`src/mrm_params.svh`:
```
// Constants for the monitor register map and its two-wire slave.
// Assumes inclusion by mrm_pkg.sv, mrm_top.sv and the self-checking bench.
`ifndef MRM_PARAMS_SVH
`define MRM_PARAMS_SVH

// ----------------------------------------------------------------
// Bus identity and framing
// ----------------------------------------------------------------
`define MRM_SLAVE_ID 7'h36
`define MRM_BITS_PER_BYTE 4'h8
`define MRM_LAST_TX_BIT 4'h7
`define MRM_WRITE_LIMIT 8'h4F
`define MRM_PAST_END 8'hFF

// ----------------------------------------------------------------
// Register offsets
// ----------------------------------------------------------------
`define MRM_ADDR_STATUS 8'h01
`define MRM_ADDR_AUX0_HI 8'h08
`define MRM_ADDR_AUX0_LO 8'h09
`define MRM_ADDR_AUX1_HI 8'h0A
`define MRM_ADDR_AUX1_LO 8'h0B
`define MRM_ADDR_VOLT_HI 8'h0C
`define MRM_ADDR_VOLT_LO 8'h0D
`define MRM_ADDR_CURR_HI 8'h0E
`define MRM_ADDR_CURR_LO 8'h0F
`define MRM_ADDR_CHG_HI 8'h10
`define MRM_ADDR_CHG_LO 8'h11
`define MRM_ADDR_OFFSET 8'h61
`define MRM_ADDR_SKEW 8'h62

// ----------------------------------------------------------------
// Status/config fields and reset value
// ----------------------------------------------------------------
`define MRM_BIT_POWER_UP 6
`define MRM_BIT_SLEEP 5
`define MRM_BIT_BLANK 4
`define MRM_BIT_DIV_DIS 3
`define MRM_BIT_AUX1 1
`define MRM_BIT_AUX0 0
`define MRM_BIT_RESV_HI 7
`define MRM_BIT_RESV_LO 2
`define MRM_STATUS_RESET 8'h70
`define MRM_STATUS_RW_MASK 8'h38

// ----------------------------------------------------------------
// Timing defaults in sys_clk cycles
// ----------------------------------------------------------------
`define MRM_PRECHARGE_CYCLES 256
`define MRM_SLEEP_CYCLES 50000

`endif

```
`src/mrm_pkg.sv`:
```
// Types shared by the monitor register map block.
// Assumes mrm_params.svh is on the include path.
`include "mrm_params.svh"

package mrm_pkg;

  // Gray coded along address, ack, data, ack
  typedef enum logic [2:0] {
    MRM_IDLE = 3'h0,
    MRM_ADDR = 3'h1,
    MRM_ACK_ADDR = 3'h3,
    MRM_WRITE = 3'h2,
    MRM_ACK_W = 3'h6,
    MRM_READ = 3'h7,
    MRM_ACK_R = 3'h5
  } mrm_state_enum_type;

  typedef struct packed {
    logic [15:0] aux0;
    logic [15:0] aux1;
    logic [15:0] voltage;
    logic [15:0] current;
    logic [15:0] charge;
  } mrm_meas_type;

  typedef struct packed {
    logic power_up_flag;
    logic sleep_allow;
    logic discharge_blank_enable;
    logic divider_output_disable;
    logic [7:0] current_offset_trim;
    logic [7:0] accumulation_skew;
  } mrm_cfg_type;

  typedef struct packed {
    logic scl_m, scl_s, scl_p;
    logic sda_m, sda_s, sda_p;
    mrm_state_enum_type st;
    logic [3:0] cnt;
    logic [7:0] sh;
    logic [7:0] tx;
    logic rw, ptr_phase, nack, ovf;
    logic [7:0] ptr;
    logic snap_v;
    logic [7:0] snap_addr;
    logic [7:0] snap_lo;
    logic sda_oe;
    logic [7:0] status;
    logic [7:0] offset_trim;
    logic [7:0] skew;
    logic [15:0] charge;
    logic charge_wr;
    mrm_meas_type meas;
    logic [1:0] div_phase;
    logic div_out;
    logic go;
    logic [15:0] pre_cnt;
    logic [15:0] slp_cnt;
    logic sleep;
  } mrm_regs_type;

endpackage : mrm_pkg

```
`src/mrm_top.sv`:
```
// Register map and two-wire slave of a battery monitor.
// Assumes SCL/SDA arrive asynchronously and converters share sys_clk.
//
// Function
// - Upper byte read snapshots both bytes
// - Status register read/write, status bits read-only
// - Power-up flag set at reset, write-zero clears
// - Sleep allowed only when sleep bit set
// - Blank enable bit steers discharge blanking
// - Divider driven before aux conversions unless disabled
// - Second aux valid set after enabled conversion
// - First aux valid set after enabled conversion
// - Measurement registers mapped, read-only, reset zero
// - Charge count at 10/11 read/write
// - Slave only, open-drain SDA
// - SDA stable while SCL high
// - Detect start and stop conditions
// - Repeated start begins new transaction
// - Both lines high when bus idle
// - Acknowledge pulls SDA low ninth clock
// - No-acknowledge leaves SDA released
// - Bytes msb first, upper byte even address
// - Acknowledge only own slave address
// - Pointer advances after each data byte
// - Illegal or partial writes leave memory
// - Reads past end return all ones
`timescale 1ns/1ps
`include "mrm_params.svh"

module mrm_top #(
  parameter int PRECHARGE_CYCLES = `MRM_PRECHARGE_CYCLES,
  parameter int SLEEP_CYCLES = `MRM_SLEEP_CYCLES
) (
  input wire logic sys_clk,
  input wire logic rst_n,
  input wire logic scl_i,
  input wire logic sda_i,
  output logic sda_o,
  output logic sda_oe,
  input wire mrm_pkg::mrm_meas_type meas,
  input wire logic meas_update,
  input wire logic charge_update,
  input wire logic aux_cycle_req,
  input wire logic aux0_done,
  input wire logic aux1_done,
  output mrm_pkg::mrm_cfg_type cfg,
  output logic aux_first_valid,
  output logic aux_second_valid,
  output logic [15:0] charge_count,
  output logic charge_write,
  output logic divider_supply_output,
  output logic aux_convert_go,
  output logic sleep_request
);
  import mrm_pkg::*;

  if (PRECHARGE_CYCLES < 1 || PRECHARGE_CYCLES > 65535) begin : g_chk_pre
    $error("PRECHARGE_CYCLES out of range");
  end
  if (SLEEP_CYCLES < 1 || SLEEP_CYCLES > 65535) begin : g_chk_slp
    $error("SLEEP_CYCLES out of range");
  end

  localparam logic [15:0] PRE_LAST = 16'(PRECHARGE_CYCLES - 1);
  localparam logic [15:0] SLP_LAST = 16'(SLEEP_CYCLES);

  // ----------------------------------------------------------------
  // Reset release
  // ----------------------------------------------------------------
  logic [1:0] rst_sync_r;
  logic rst_n_s;
  always_ff @(posedge sys_clk or negedge rst_n) begin
    if (!rst_n) begin
      rst_sync_r <= 2'h0;
    end else begin
      rst_sync_r <= {rst_sync_r[0], 1'b1};
    end
  end
  assign rst_n_s = rst_sync_r[1];

  mrm_regs_type r_r, r_nxt;
  logic scl_rise, scl_fall, start_ev, stop_ev, load;
  logic [7:0] rd_byte, wr_pos;

  function automatic logic [7:0] reg_read(mrm_regs_type s, logic [7:0] a);
    case (a)
      `MRM_ADDR_STATUS: reg_read = s.status;
      `MRM_ADDR_AUX0_HI: reg_read = s.meas.aux0[15:8];
      `MRM_ADDR_AUX0_LO: reg_read = s.meas.aux0[7:0];
      `MRM_ADDR_AUX1_HI: reg_read = s.meas.aux1[15:8];
      `MRM_ADDR_AUX1_LO: reg_read = s.meas.aux1[7:0];
      `MRM_ADDR_VOLT_HI: reg_read = s.meas.voltage[15:8];
      `MRM_ADDR_VOLT_LO: reg_read = s.meas.voltage[7:0];
      `MRM_ADDR_CURR_HI: reg_read = s.meas.current[15:8];
      `MRM_ADDR_CURR_LO: reg_read = s.meas.current[7:0];
      `MRM_ADDR_CHG_HI: reg_read = s.charge[15:8];
      `MRM_ADDR_CHG_LO: reg_read = s.charge[7:0];
      `MRM_ADDR_OFFSET: reg_read = s.offset_trim;
      `MRM_ADDR_SKEW: reg_read = s.skew;
      // Reserved space reads as zero
      default: reg_read = 8'h00;
    endcase
  endfunction : reg_read

  // ----------------------------------------------------------------
  // Next state
  // ----------------------------------------------------------------
  always_comb begin
    r_nxt = r_r;
    r_nxt.charge_wr = 1'b0;
    r_nxt.go = 1'b0;
    load = 1'b0;
    wr_pos = r_r.ptr;
    r_nxt.scl_m = scl_i;
    r_nxt.scl_s = r_r.scl_m;
    r_nxt.scl_p = r_r.scl_s;
    r_nxt.sda_m = sda_i;
    r_nxt.sda_s = r_r.sda_m;
    r_nxt.sda_p = r_r.sda_s;
    scl_rise = r_r.scl_s & ~r_r.scl_p;
    scl_fall = ~r_r.scl_s & r_r.scl_p;
    // edges of SDA while SCL high
    start_ev = r_r.scl_s & r_r.scl_p & r_r.sda_p & ~r_r.sda_s;
    stop_ev = r_r.scl_s & r_r.scl_p & ~r_r.sda_p & r_r.sda_s;

    if (meas_update) begin
      r_nxt.meas.aux0 = meas.aux0;
      r_nxt.meas.aux1 = meas.aux1;
      r_nxt.meas.voltage = meas.voltage;
      r_nxt.meas.current = meas.current;
    end
    if (charge_update) begin
      r_nxt.charge = meas.charge;
    end

    if (start_ev) begin
      r_nxt.st = MRM_ADDR;
      r_nxt.cnt = 4'h0;
      r_nxt.sda_oe = 1'b0;
      r_nxt.snap_v = 1'b0;
    end else if (stop_ev) begin
      // stop returns to idle, line released
      r_nxt.st = MRM_IDLE;
      r_nxt.sda_oe = 1'b0;
      r_nxt.snap_v = 1'b0;
    end else begin
      case (r_r.st)
        MRM_IDLE: begin
          r_nxt.sda_oe = 1'b0;
        end
        MRM_ADDR: begin
          if (scl_rise) begin
            r_nxt.sh = {r_r.sh[6:0], r_r.sda_s};
            r_nxt.cnt = r_r.cnt + 4'h1;
          end else if (scl_fall && r_r.cnt == `MRM_BITS_PER_BYTE) begin
            if (r_r.sh[7:1] == `MRM_SLAVE_ID) begin
              r_nxt.st = MRM_ACK_ADDR;
              r_nxt.rw = r_r.sh[0];
              r_nxt.sda_oe = 1'b1;
            end else begin
              r_nxt.st = MRM_IDLE;
            end
          end
        end
        MRM_ACK_ADDR: begin
          if (scl_fall) begin
            r_nxt.cnt = 4'h0;
            if (r_r.rw) begin
              r_nxt.st = MRM_READ;
              load = 1'b1;
            end else begin
              r_nxt.st = MRM_WRITE;
              r_nxt.ptr_phase = 1'b1;
              r_nxt.sda_oe = 1'b0;
            end
          end
        end
        MRM_WRITE: begin
          if (scl_rise) begin
            r_nxt.sh = {r_r.sh[6:0], r_r.sda_s};
            r_nxt.cnt = r_r.cnt + 4'h1;
          end else if (scl_fall && r_r.cnt == `MRM_BITS_PER_BYTE) begin
            // pull low through the ninth clock
            r_nxt.st = MRM_ACK_W;
            r_nxt.sda_oe = 1'b1;
            if (r_r.ptr_phase) begin
              r_nxt.ptr_phase = 1'b0;
              r_nxt.ptr = r_r.sh;
              r_nxt.ovf = 1'b0;
            end else begin
              r_nxt.ptr = r_r.ptr + 8'h01;
              r_nxt.ovf = r_r.ovf | (r_r.ptr == `MRM_PAST_END);
              if (!r_r.ovf && r_r.ptr <= `MRM_WRITE_LIMIT) begin
                case (wr_pos)
                  `MRM_ADDR_STATUS: begin
                    r_nxt.status = (r_r.status & ~`MRM_STATUS_RW_MASK)
                      | (r_r.sh & `MRM_STATUS_RW_MASK);
                    r_nxt.status[`MRM_BIT_POWER_UP] =
                      r_r.status[`MRM_BIT_POWER_UP]
                      & r_r.sh[`MRM_BIT_POWER_UP];
                  end
                  `MRM_ADDR_CHG_HI: begin
                    r_nxt.charge[15:8] = r_r.sh;
                    r_nxt.charge_wr = 1'b1;
                  end
                  `MRM_ADDR_CHG_LO: begin
                    r_nxt.charge[7:0] = r_r.sh;
                    r_nxt.charge_wr = 1'b1;
                  end
                  default: begin
                  end
                endcase
              end
              // bias bytes sit above the write limit
              if (!r_r.ovf && r_r.ptr == `MRM_ADDR_OFFSET) begin
                r_nxt.offset_trim = r_r.sh;
              end
              if (!r_r.ovf && r_r.ptr == `MRM_ADDR_SKEW) begin
                r_nxt.skew = r_r.sh;
              end
            end
          end
        end
        MRM_ACK_W: begin
          if (scl_fall) begin
            r_nxt.st = MRM_WRITE;
            r_nxt.cnt = 4'h0;
            r_nxt.sda_oe = 1'b0;
          end
        end
        MRM_READ: begin
          // shift out msb first on SCL falling
          if (scl_fall) begin
            if (r_r.cnt == `MRM_LAST_TX_BIT) begin
              r_nxt.st = MRM_ACK_R;
              r_nxt.sda_oe = 1'b0;
              r_nxt.ptr = r_r.ptr + 8'h01;
              r_nxt.ovf = r_r.ovf | (r_r.ptr == `MRM_PAST_END);
            end else begin
              r_nxt.cnt = r_r.cnt + 4'h1;
              r_nxt.tx = {r_r.tx[6:0], 1'b1};
              r_nxt.sda_oe = ~r_r.tx[6];
            end
          end
        end
        MRM_ACK_R: begin
          if (scl_rise) begin
            r_nxt.nack = r_r.sda_s;
          end else if (scl_fall) begin
            if (r_r.nack) begin
              r_nxt.st = MRM_IDLE;
            end else begin
              r_nxt.st = MRM_READ;
              r_nxt.cnt = 4'h0;
              load = 1'b1;
            end
          end
        end
        default: begin
          r_nxt.st = MRM_IDLE;
          r_nxt.sda_oe = 1'b0;
        end
      endcase
    end

    // past the top of memory read all ones
    if (r_r.ovf) begin
      rd_byte = `MRM_PAST_END;
    end else if (r_r.snap_v && r_r.ptr == r_r.snap_addr + 8'h01) begin
      rd_byte = r_r.snap_lo;
    end else begin
      rd_byte = reg_read(r_r, r_r.ptr);
    end
    if (load) begin
      r_nxt.tx = rd_byte;
      // open-drain, enable only to pull low
      r_nxt.sda_oe = ~rd_byte[7];
      // upper byte read freezes the lower
      if (!r_r.ovf && !r_r.ptr[0] && r_r.ptr >= `MRM_ADDR_AUX0_HI
          && r_r.ptr <= `MRM_ADDR_CHG_HI) begin
        r_nxt.snap_v = 1'b1;
        r_nxt.snap_addr = r_r.ptr;
        r_nxt.snap_lo = reg_read(r_r, r_r.ptr + 8'h01);
      end
    end

    // ----------------------------------------------------------------
    // Divider supply sequencing
    // ----------------------------------------------------------------
    case (r_r.div_phase)
      2'h0: begin
        if (aux_cycle_req) begin
          r_nxt.div_phase = 2'h1;
          r_nxt.pre_cnt = 16'h0000;
          r_nxt.status[`MRM_BIT_AUX0] = 1'b0;
          r_nxt.status[`MRM_BIT_AUX1] = 1'b0;
        end
      end
      2'h1: begin
        r_nxt.pre_cnt = r_r.pre_cnt + 16'h0001;
        if (r_r.pre_cnt == PRE_LAST) begin
          r_nxt.div_phase = 2'h2;
          r_nxt.go = 1'b1;
        end
      end
      default: begin
        if (aux1_done) begin
          r_nxt.div_phase = 2'h0;
        end
      end
    endcase
    r_nxt.div_out = ~r_nxt.status[`MRM_BIT_DIV_DIS]
      & (r_nxt.div_phase != 2'h0);
    if (aux0_done && r_r.div_out) begin
      r_nxt.status[`MRM_BIT_AUX0] = 1'b1;
    end
    if (aux1_done && r_r.div_out) begin
      r_nxt.status[`MRM_BIT_AUX1] = 1'b1;
    end

    // sleep after both lines low long enough
    if (r_r.status[`MRM_BIT_SLEEP] && !r_r.scl_s && !r_r.sda_s) begin
      if (r_r.slp_cnt != SLP_LAST) begin
        r_nxt.slp_cnt = r_r.slp_cnt + 16'h0001;
      end
    end else begin
      r_nxt.slp_cnt = 16'h0000;
    end
    r_nxt.sleep = r_r.status[`MRM_BIT_SLEEP] && r_r.slp_cnt == SLP_LAST;
  end

  always_ff @(posedge sys_clk or negedge rst_n_s) begin
    if (!rst_n_s) begin
      r_r <= '0;
      r_r.scl_m <= 1'b1;
      r_r.scl_s <= 1'b1;
      r_r.scl_p <= 1'b1;
      r_r.sda_m <= 1'b1;
      r_r.sda_s <= 1'b1;
      r_r.sda_p <= 1'b1;
      r_r.st <= MRM_IDLE;
      r_r.status <= `MRM_STATUS_RESET;
    end else begin
      r_r <= r_nxt;
    end
  end

  // ----------------------------------------------------------------
  // Outputs
  // ----------------------------------------------------------------
  assign sda_o = 1'b0;
  assign sda_oe = r_r.sda_oe;
  assign cfg.power_up_flag = r_r.status[`MRM_BIT_POWER_UP];
  assign cfg.sleep_allow = r_r.status[`MRM_BIT_SLEEP];
  assign cfg.discharge_blank_enable = r_r.status[`MRM_BIT_BLANK];
  assign cfg.divider_output_disable = r_r.status[`MRM_BIT_DIV_DIS];
  assign cfg.current_offset_trim = r_r.offset_trim;
  assign cfg.accumulation_skew = r_r.skew;
  assign aux_first_valid = r_r.status[`MRM_BIT_AUX0];
  assign aux_second_valid = r_r.status[`MRM_BIT_AUX1];
  assign charge_count = r_r.charge;
  assign charge_write = r_r.charge_wr;
  assign divider_supply_output = r_r.div_out;
  assign aux_convert_go = r_r.go;
  assign sleep_request = r_r.sleep;

  logic ev_any;
  assign ev_any = start_ev | stop_ev;
endmodule : mrm_top

```
`config.mk`:
```
export PLATFORM = sky130hd
export DESIGN_NAME = mrm_top
export DESIGN_NICKNAME = d
export VERILOG_FILES = /design/src/mrm_pkg.sv /design/src/mrm_top.sv
export VERILOG_INCLUDE_DIRS = /design/src
export SDC_FILE = /design/constraint.sdc
export NUM_CORES = 1
export LEC_CHECK = 0
export BUFFER_PORTS_ARGS = -buffer_cell sky130_fd_sc_hd__buf_2
export CELL_PAD_IN_SITES_DETAIL_PLACEMENT = 0
export CELL_PAD_IN_SITES_GLOBAL_PLACEMENT = 1
export CORE_ASPECT_RATIO = 0.5
export CORE_MARGIN = 2
export CORE_UTILIZATION = 50
export CTS_CLUSTER_SIZE = 30
export DETAILED_ROUTE_END_ITERATION = 8
export GPL_ROUTABILITY_DRIVEN = 0
export GPL_TIMING_DRIVEN = 0
export PLACE_DENSITY_LB_ADDON = 0.1
export SLEW_MARGIN = 40
export SYNTH_ARGS = -nofsm -noshare
export SYNTH_HDL_FRONTEND = slang
export SYNTH_SLANG_ARGS = --single-unit
```
`constraint.sdc`:
```
create_clock -name sys_clk -period 10.7 [get_ports sys_clk]
set_input_delay 1.07 -clock sys_clk [delete_from_list [all_inputs] [get_ports sys_clk]]
set_output_delay 1.07 -clock sys_clk [all_outputs]
set_load 0.01 [all_outputs]
```
==> summary.log <==
qor: outcome.status completed
qor: synth.synth_fp_nets 1239
qor: setup_path.crit-reg2reg-launch wr_pos[0]
qor: synth.synth.top_cells.by_area sky130_fd_sc_hd__dfrtp_1 (42%), sky130_fd_sc_hd__mux2_2 (9.8%), sky130_fd_sc_hd__nand2_1 (3.7%), sky130_fd_sc_hd__o21ai_0 (3.2%), sky130_fd_sc_hd__mux2i_1 (3.2%)
qor: clocking.clock_root_cell sky130_fd_sc_hd__clkbuf_16
qor: synth.synth-edff-count 0
qor: setup_path.cp_max_fo 10
qor: timing.fin_crit_sh 0.341
qor: place.count_of_input_and_output_buffers 129
qor: power.power_density 136 nW/µm²
qor: timing.timing.final.crit_period 3.64 ns
qor: timing.unrepaired_setup_endpoints_after_global_routing no
qor: finish.finalCoreUtilization 0.598
qor: timing.skew_final 0.0105 ns
qor: synth.post_synth_num_cell_types 84
qor: floorplan.dieArea 23900 µm²
qor: drt.initialDrtViolationCount 1555
qor: clocking.cts_num_sinks 200
qor: clocking.tritoncts.num_buffers 17
qor: synth.yosys_most_used_dff sky130_fd_sc_hd__dfrtp_1
qor: power.p_leak 5.59 nW
qor: min_path.hp-class flop to async pin
qor: setup_path.timing.reg2reg.worst_path_depth 11
qor: setup_path.timing.setup.critical_path_class flop to flop
qor: clocking.ctsHoldBuffers 0
qor: clocking.postCtsSetupRepairBufs 0
qor: floorplan.starting_density 0.516
qor: place.dp_hpwl 26600 µm
qor: synth.async_reset_ff_frac 1.00
qor: power.vdd_drop_max 0.102 mV
qor: synth.post-synth-top-area-cell sky130_fd_sc_hd__dfrtp_1
qor: timing.hold_viol_final 0
qor: drt.wl 35000 µm
qor: synth.mappedNetlistArea 11300 µm²
qor: global_routing.grt_first_pass_wirelength 54800 µm
qor: setup_path.setup.worst_path.start_class flop
qor: global_routing.overflow 0
qor: synth.post_synthesis_cells 1139
qor: finish.drive_gt1_frac 0.264
qor: timing.setup_tns 0 ns
qor: floorplan.core-area 21900 µm²
qor: synth.synth_seq_cells 200
qor: clocking.cts_max_path_buffers 2
qor: drt.postRouteAntennaNets 0
qor: setup_path.setup.worst_path.start wr_pos[0]
qor: global_routing.antenna_found_initial 0
qor: drt.drc 0
qor: drt.detailroute.via_count 10000
qor: finish.antennaDiodeCount 0
qor: timing.clock.fmax 0.274 GHz
qor: floorplan.top_ports 133
qor: timing.fin_hold_ws 0.231 ns
qor: drt.route.detailed.wl_per_inst 21.8 µm
qor: setup_path.worstPathRequired 11.04 ns
qor: setup_path.worst_setup_path_end_kind flop
qor: setup_path.regToRegEndpoint sda_oe
qor: floorplan.die_h 110 µm
qor: drt.viasPerCell 6.23
qor: timing.setup_viol_count_final 0
qor: clocking.cts_tree built
qor: global_routing.grt_start_max_net_pins 45
qor: clocking.cts_repair_resize_count 0
qor: timing.tightestPinTransition 0.782 ns
qor: finish.layout.nets 1394
qor: setup_path.timing.reg2reg.setup_slack 7.06 ns
qor: timing.max_slew_margin 0.475
qor: clocking.clock_latency 0.45 ns
qor: floorplan.die_width 217 µm
qor: clocking.clk_transition_reported_paths 0.07 ns
qor: finish.areaGrowthSynthToFinish 15.8%
qor: drt.drt_pre_antenna_iters 7
qor: synth.syn-mean-instance-area 9.93 µm²
qor: global_routing.first_global_vias 9504
qor: global_routing.track_usage 0.303
qor: run.max_cap_violations 0
qor: clocking.htreeDepth 4
qor: synth.synth.yosys.seq_area_share 0.443
qor: floorplan.row_count 38
qor: synth.ys_warn_count 0
qor: synth.netlist.area_leader.share 0.422
qor: setup_path.worst-endpoint-arrival 3.98 ns
qor: timing.finalMaxSlewViolations 0
-- how the worst max path moves through the flow --
stage	slack, ns	end	cells after the start
detailed placement	7.20	divider_supply_output	9
floorplan	4.73	aux_convert_go	0
global placement	2.54	r_r[3]	0
CTS	7.19	divider_supply_output	9
finish	7.06	sda_oe	11
global route	6.91	divider_supply_output	9
-- synth_stat cells, types with 6 or more instances --
library cell / count
sky130_fd_sc_hd__inv_1: 20
sky130_fd_sc_hd__nand3_1: 35
sky130_fd_sc_hd__or3_1: 9
sky130_fd_sc_hd__nand2_1: 112
sky130_fd_sc_hd__buf_2: 11
sky130_fd_sc_hd__ha_1: 11
sky130_fd_sc_hd__and2_1: 15
sky130_fd_sc_hd__xor2_1: 9
sky130_fd_sc_hd__and3_1: 9
sky130_fd_sc_hd__o22ai_1: 15
sky130_fd_sc_hd__nor2_1: 67
sky130_fd_sc_hd__nor4_1: 11
sky130_fd_sc_hd__mux2_2: 98
sky130_fd_sc_hd__nand2b_1: 7
sky130_fd_sc_hd__a21o_1: 6
sky130_fd_sc_hd__nor3_1: 17
sky130_fd_sc_hd__a221oi_1: 16
sky130_fd_sc_hd__o21ai_0: 73
sky130_fd_sc_hd__a22o_1: 35
sky130_fd_sc_hd__a222oi_1: 13
sky130_fd_sc_hd__buf_1: 7
sky130_fd_sc_hd__dfrtp_1: 191
sky130_fd_sc_hd__buf_4: 37
sky130_fd_sc_hd__clkbuf_1: 48
sky130_fd_sc_hd__mux2i_1: 36
sky130_fd_sc_hd__nand4_1: 16
sky130_fd_sc_hd__a22oi_1: 33
sky130_fd_sc_hd__nor2b_1: 9
sky130_fd_sc_hd__o2bb2ai_1: 8
sky130_fd_sc_hd__a21oi_1: 41
sky130_fd_sc_hd__o211ai_1: 8
sky130_fd_sc_hd__xnor2_1: 9
sky130_fd_sc_hd__dfstp_2: 9
-- cells by family (layout without fill, tap and decap cells) --
group | count (synthesis) | after routing | share of synthesized area
AOI/OAI and AO/OA | 305 | 305 | 0.192
xor gates and xnor gates | 18 | 18 | 0.0139
adders and majority gates | 12 | 12 | 0.0130
buffers and inverters | 124 | 292 | 0.0553
DFF | 200 | 200 | 0.443
muxes | 135 | 135 | 0.131
other | 2 | 2 | 0.000664
and+or+nand+nor | 343 | 343 | 0.151
-- sequential cells by signal, summed over array words and instances, names as in the netlist --
register               flops
r_nxt                      4
rst_sync_r                 2
charge_write               1
cfg                       20
wr_pos                     8
charge_count              16
aux_convert_go             1
aux_first_valid            1
sda_oe                     1
aux_second_valid           1
divider_supply_output      1
r_r                      143
sleep_request              1
-- metal layers --
metal,track usage,vias up,wire length (µm)
li1,-,4528,-
met5,0,-,0
met1,0.438,4971,15900
met3,0.0892,44,3470
met2,0.448,466,15200
met4,0.0724,0,434
-- worst max-delay path: stages (launching register included) --
cell and delay (ns):
sky130_fd_sc_hd__dfrtp_1 0.47, sky130_fd_sc_hd__clkbuf_1 0.32, sky130_fd_sc_hd__inv_1 0.16, sky130_fd_sc_hd__ha_1 0.16
sky130_fd_sc_hd__clkbuf_1 0.43, sky130_fd_sc_hd__and3_1 0.24, sky130_fd_sc_hd__clkbuf_1 0.44, sky130_fd_sc_hd__a32o_1 0.22
sky130_fd_sc_hd__a211oi_1 0.05, sky130_fd_sc_hd__a31oi_1 0.44, sky130_fd_sc_hd__o21ai_0 0.28, sky130_fd_sc_hd__mux2_2 0.31
-- metrics by stage --
stage	instances	worst slack [ns]	area [µm²]	total power [W]
after floorplan	1139	4.73	11300	0.00103
after global placement	1568	2.54	12300	0.00112
after detailed placement	1574	7.20	12500	0.00113
after CTS	1606	7.19	13100	0.00179
after global routing	1607	6.91	13100	0.00185
final	1607	7.06	13100	0.00178
-- layout make-up --
type | instances | area [µm²]
tap | 300 | 375
inverter | 20 | 75.1
sequential | 200 | 5020
clock buffer | 21 | 450
clock inverter | 11 | 136
timing repair buffer | 136 | 758
multi-input combinational | 815 | 5740
buffer | 104 | 551
fill | 1891 | 8810
-- layout by cell type, fill, tap and decap left out, types with 8 or more instances in the layout --
cell and count:
sky130_fd_sc_hd__dfrtp_1 190, sky130_fd_sc_hd__buf_2 141, sky130_fd_sc_hd__nand2_1 112, sky130_fd_sc_hd__mux2_2 98
sky130_fd_sc_hd__o21ai_0 73, sky130_fd_sc_hd__nor2_1 67, sky130_fd_sc_hd__clkbuf_1 51, sky130_fd_sc_hd__a21oi_1 41
sky130_fd_sc_hd__buf_4 37, sky130_fd_sc_hd__mux2i_1 36, sky130_fd_sc_hd__nand3_1 35, sky130_fd_sc_hd__a22o_1 35
sky130_fd_sc_hd__a22oi_1 33, sky130_fd_sc_hd__inv_1 20, sky130_fd_sc_hd__clkbuf_16 17, sky130_fd_sc_hd__nand4_1 16
sky130_fd_sc_hd__nor3_1 16, sky130_fd_sc_hd__a221oi_1 16, sky130_fd_sc_hd__o22ai_1 15, sky130_fd_sc_hd__and2_1 15
sky130_fd_sc_hd__a222oi_1 13, sky130_fd_sc_hd__ha_1 11, sky130_fd_sc_hd__nor2b_1 9, sky130_fd_sc_hd__xor2_1 9
sky130_fd_sc_hd__and3_1 9, sky130_fd_sc_hd__or3_1 9, sky130_fd_sc_hd__xnor2_1 9, sky130_fd_sc_hd__dfstp_2 9
sky130_fd_sc_hd__nor4_1 8, sky130_fd_sc_hd__o211ai_1 8, sky130_fd_sc_hd__o2bb2ai_1 8
-- report_power, final --
part	internal (W)	total, W	switching (W)
Clock	0.000356	0.000658	0.000302
Sequential	0.000819	0.000913	0.0000936
Combinational	0.000105	0.000210	0.000104
Power figures use the tool's default switching activity.
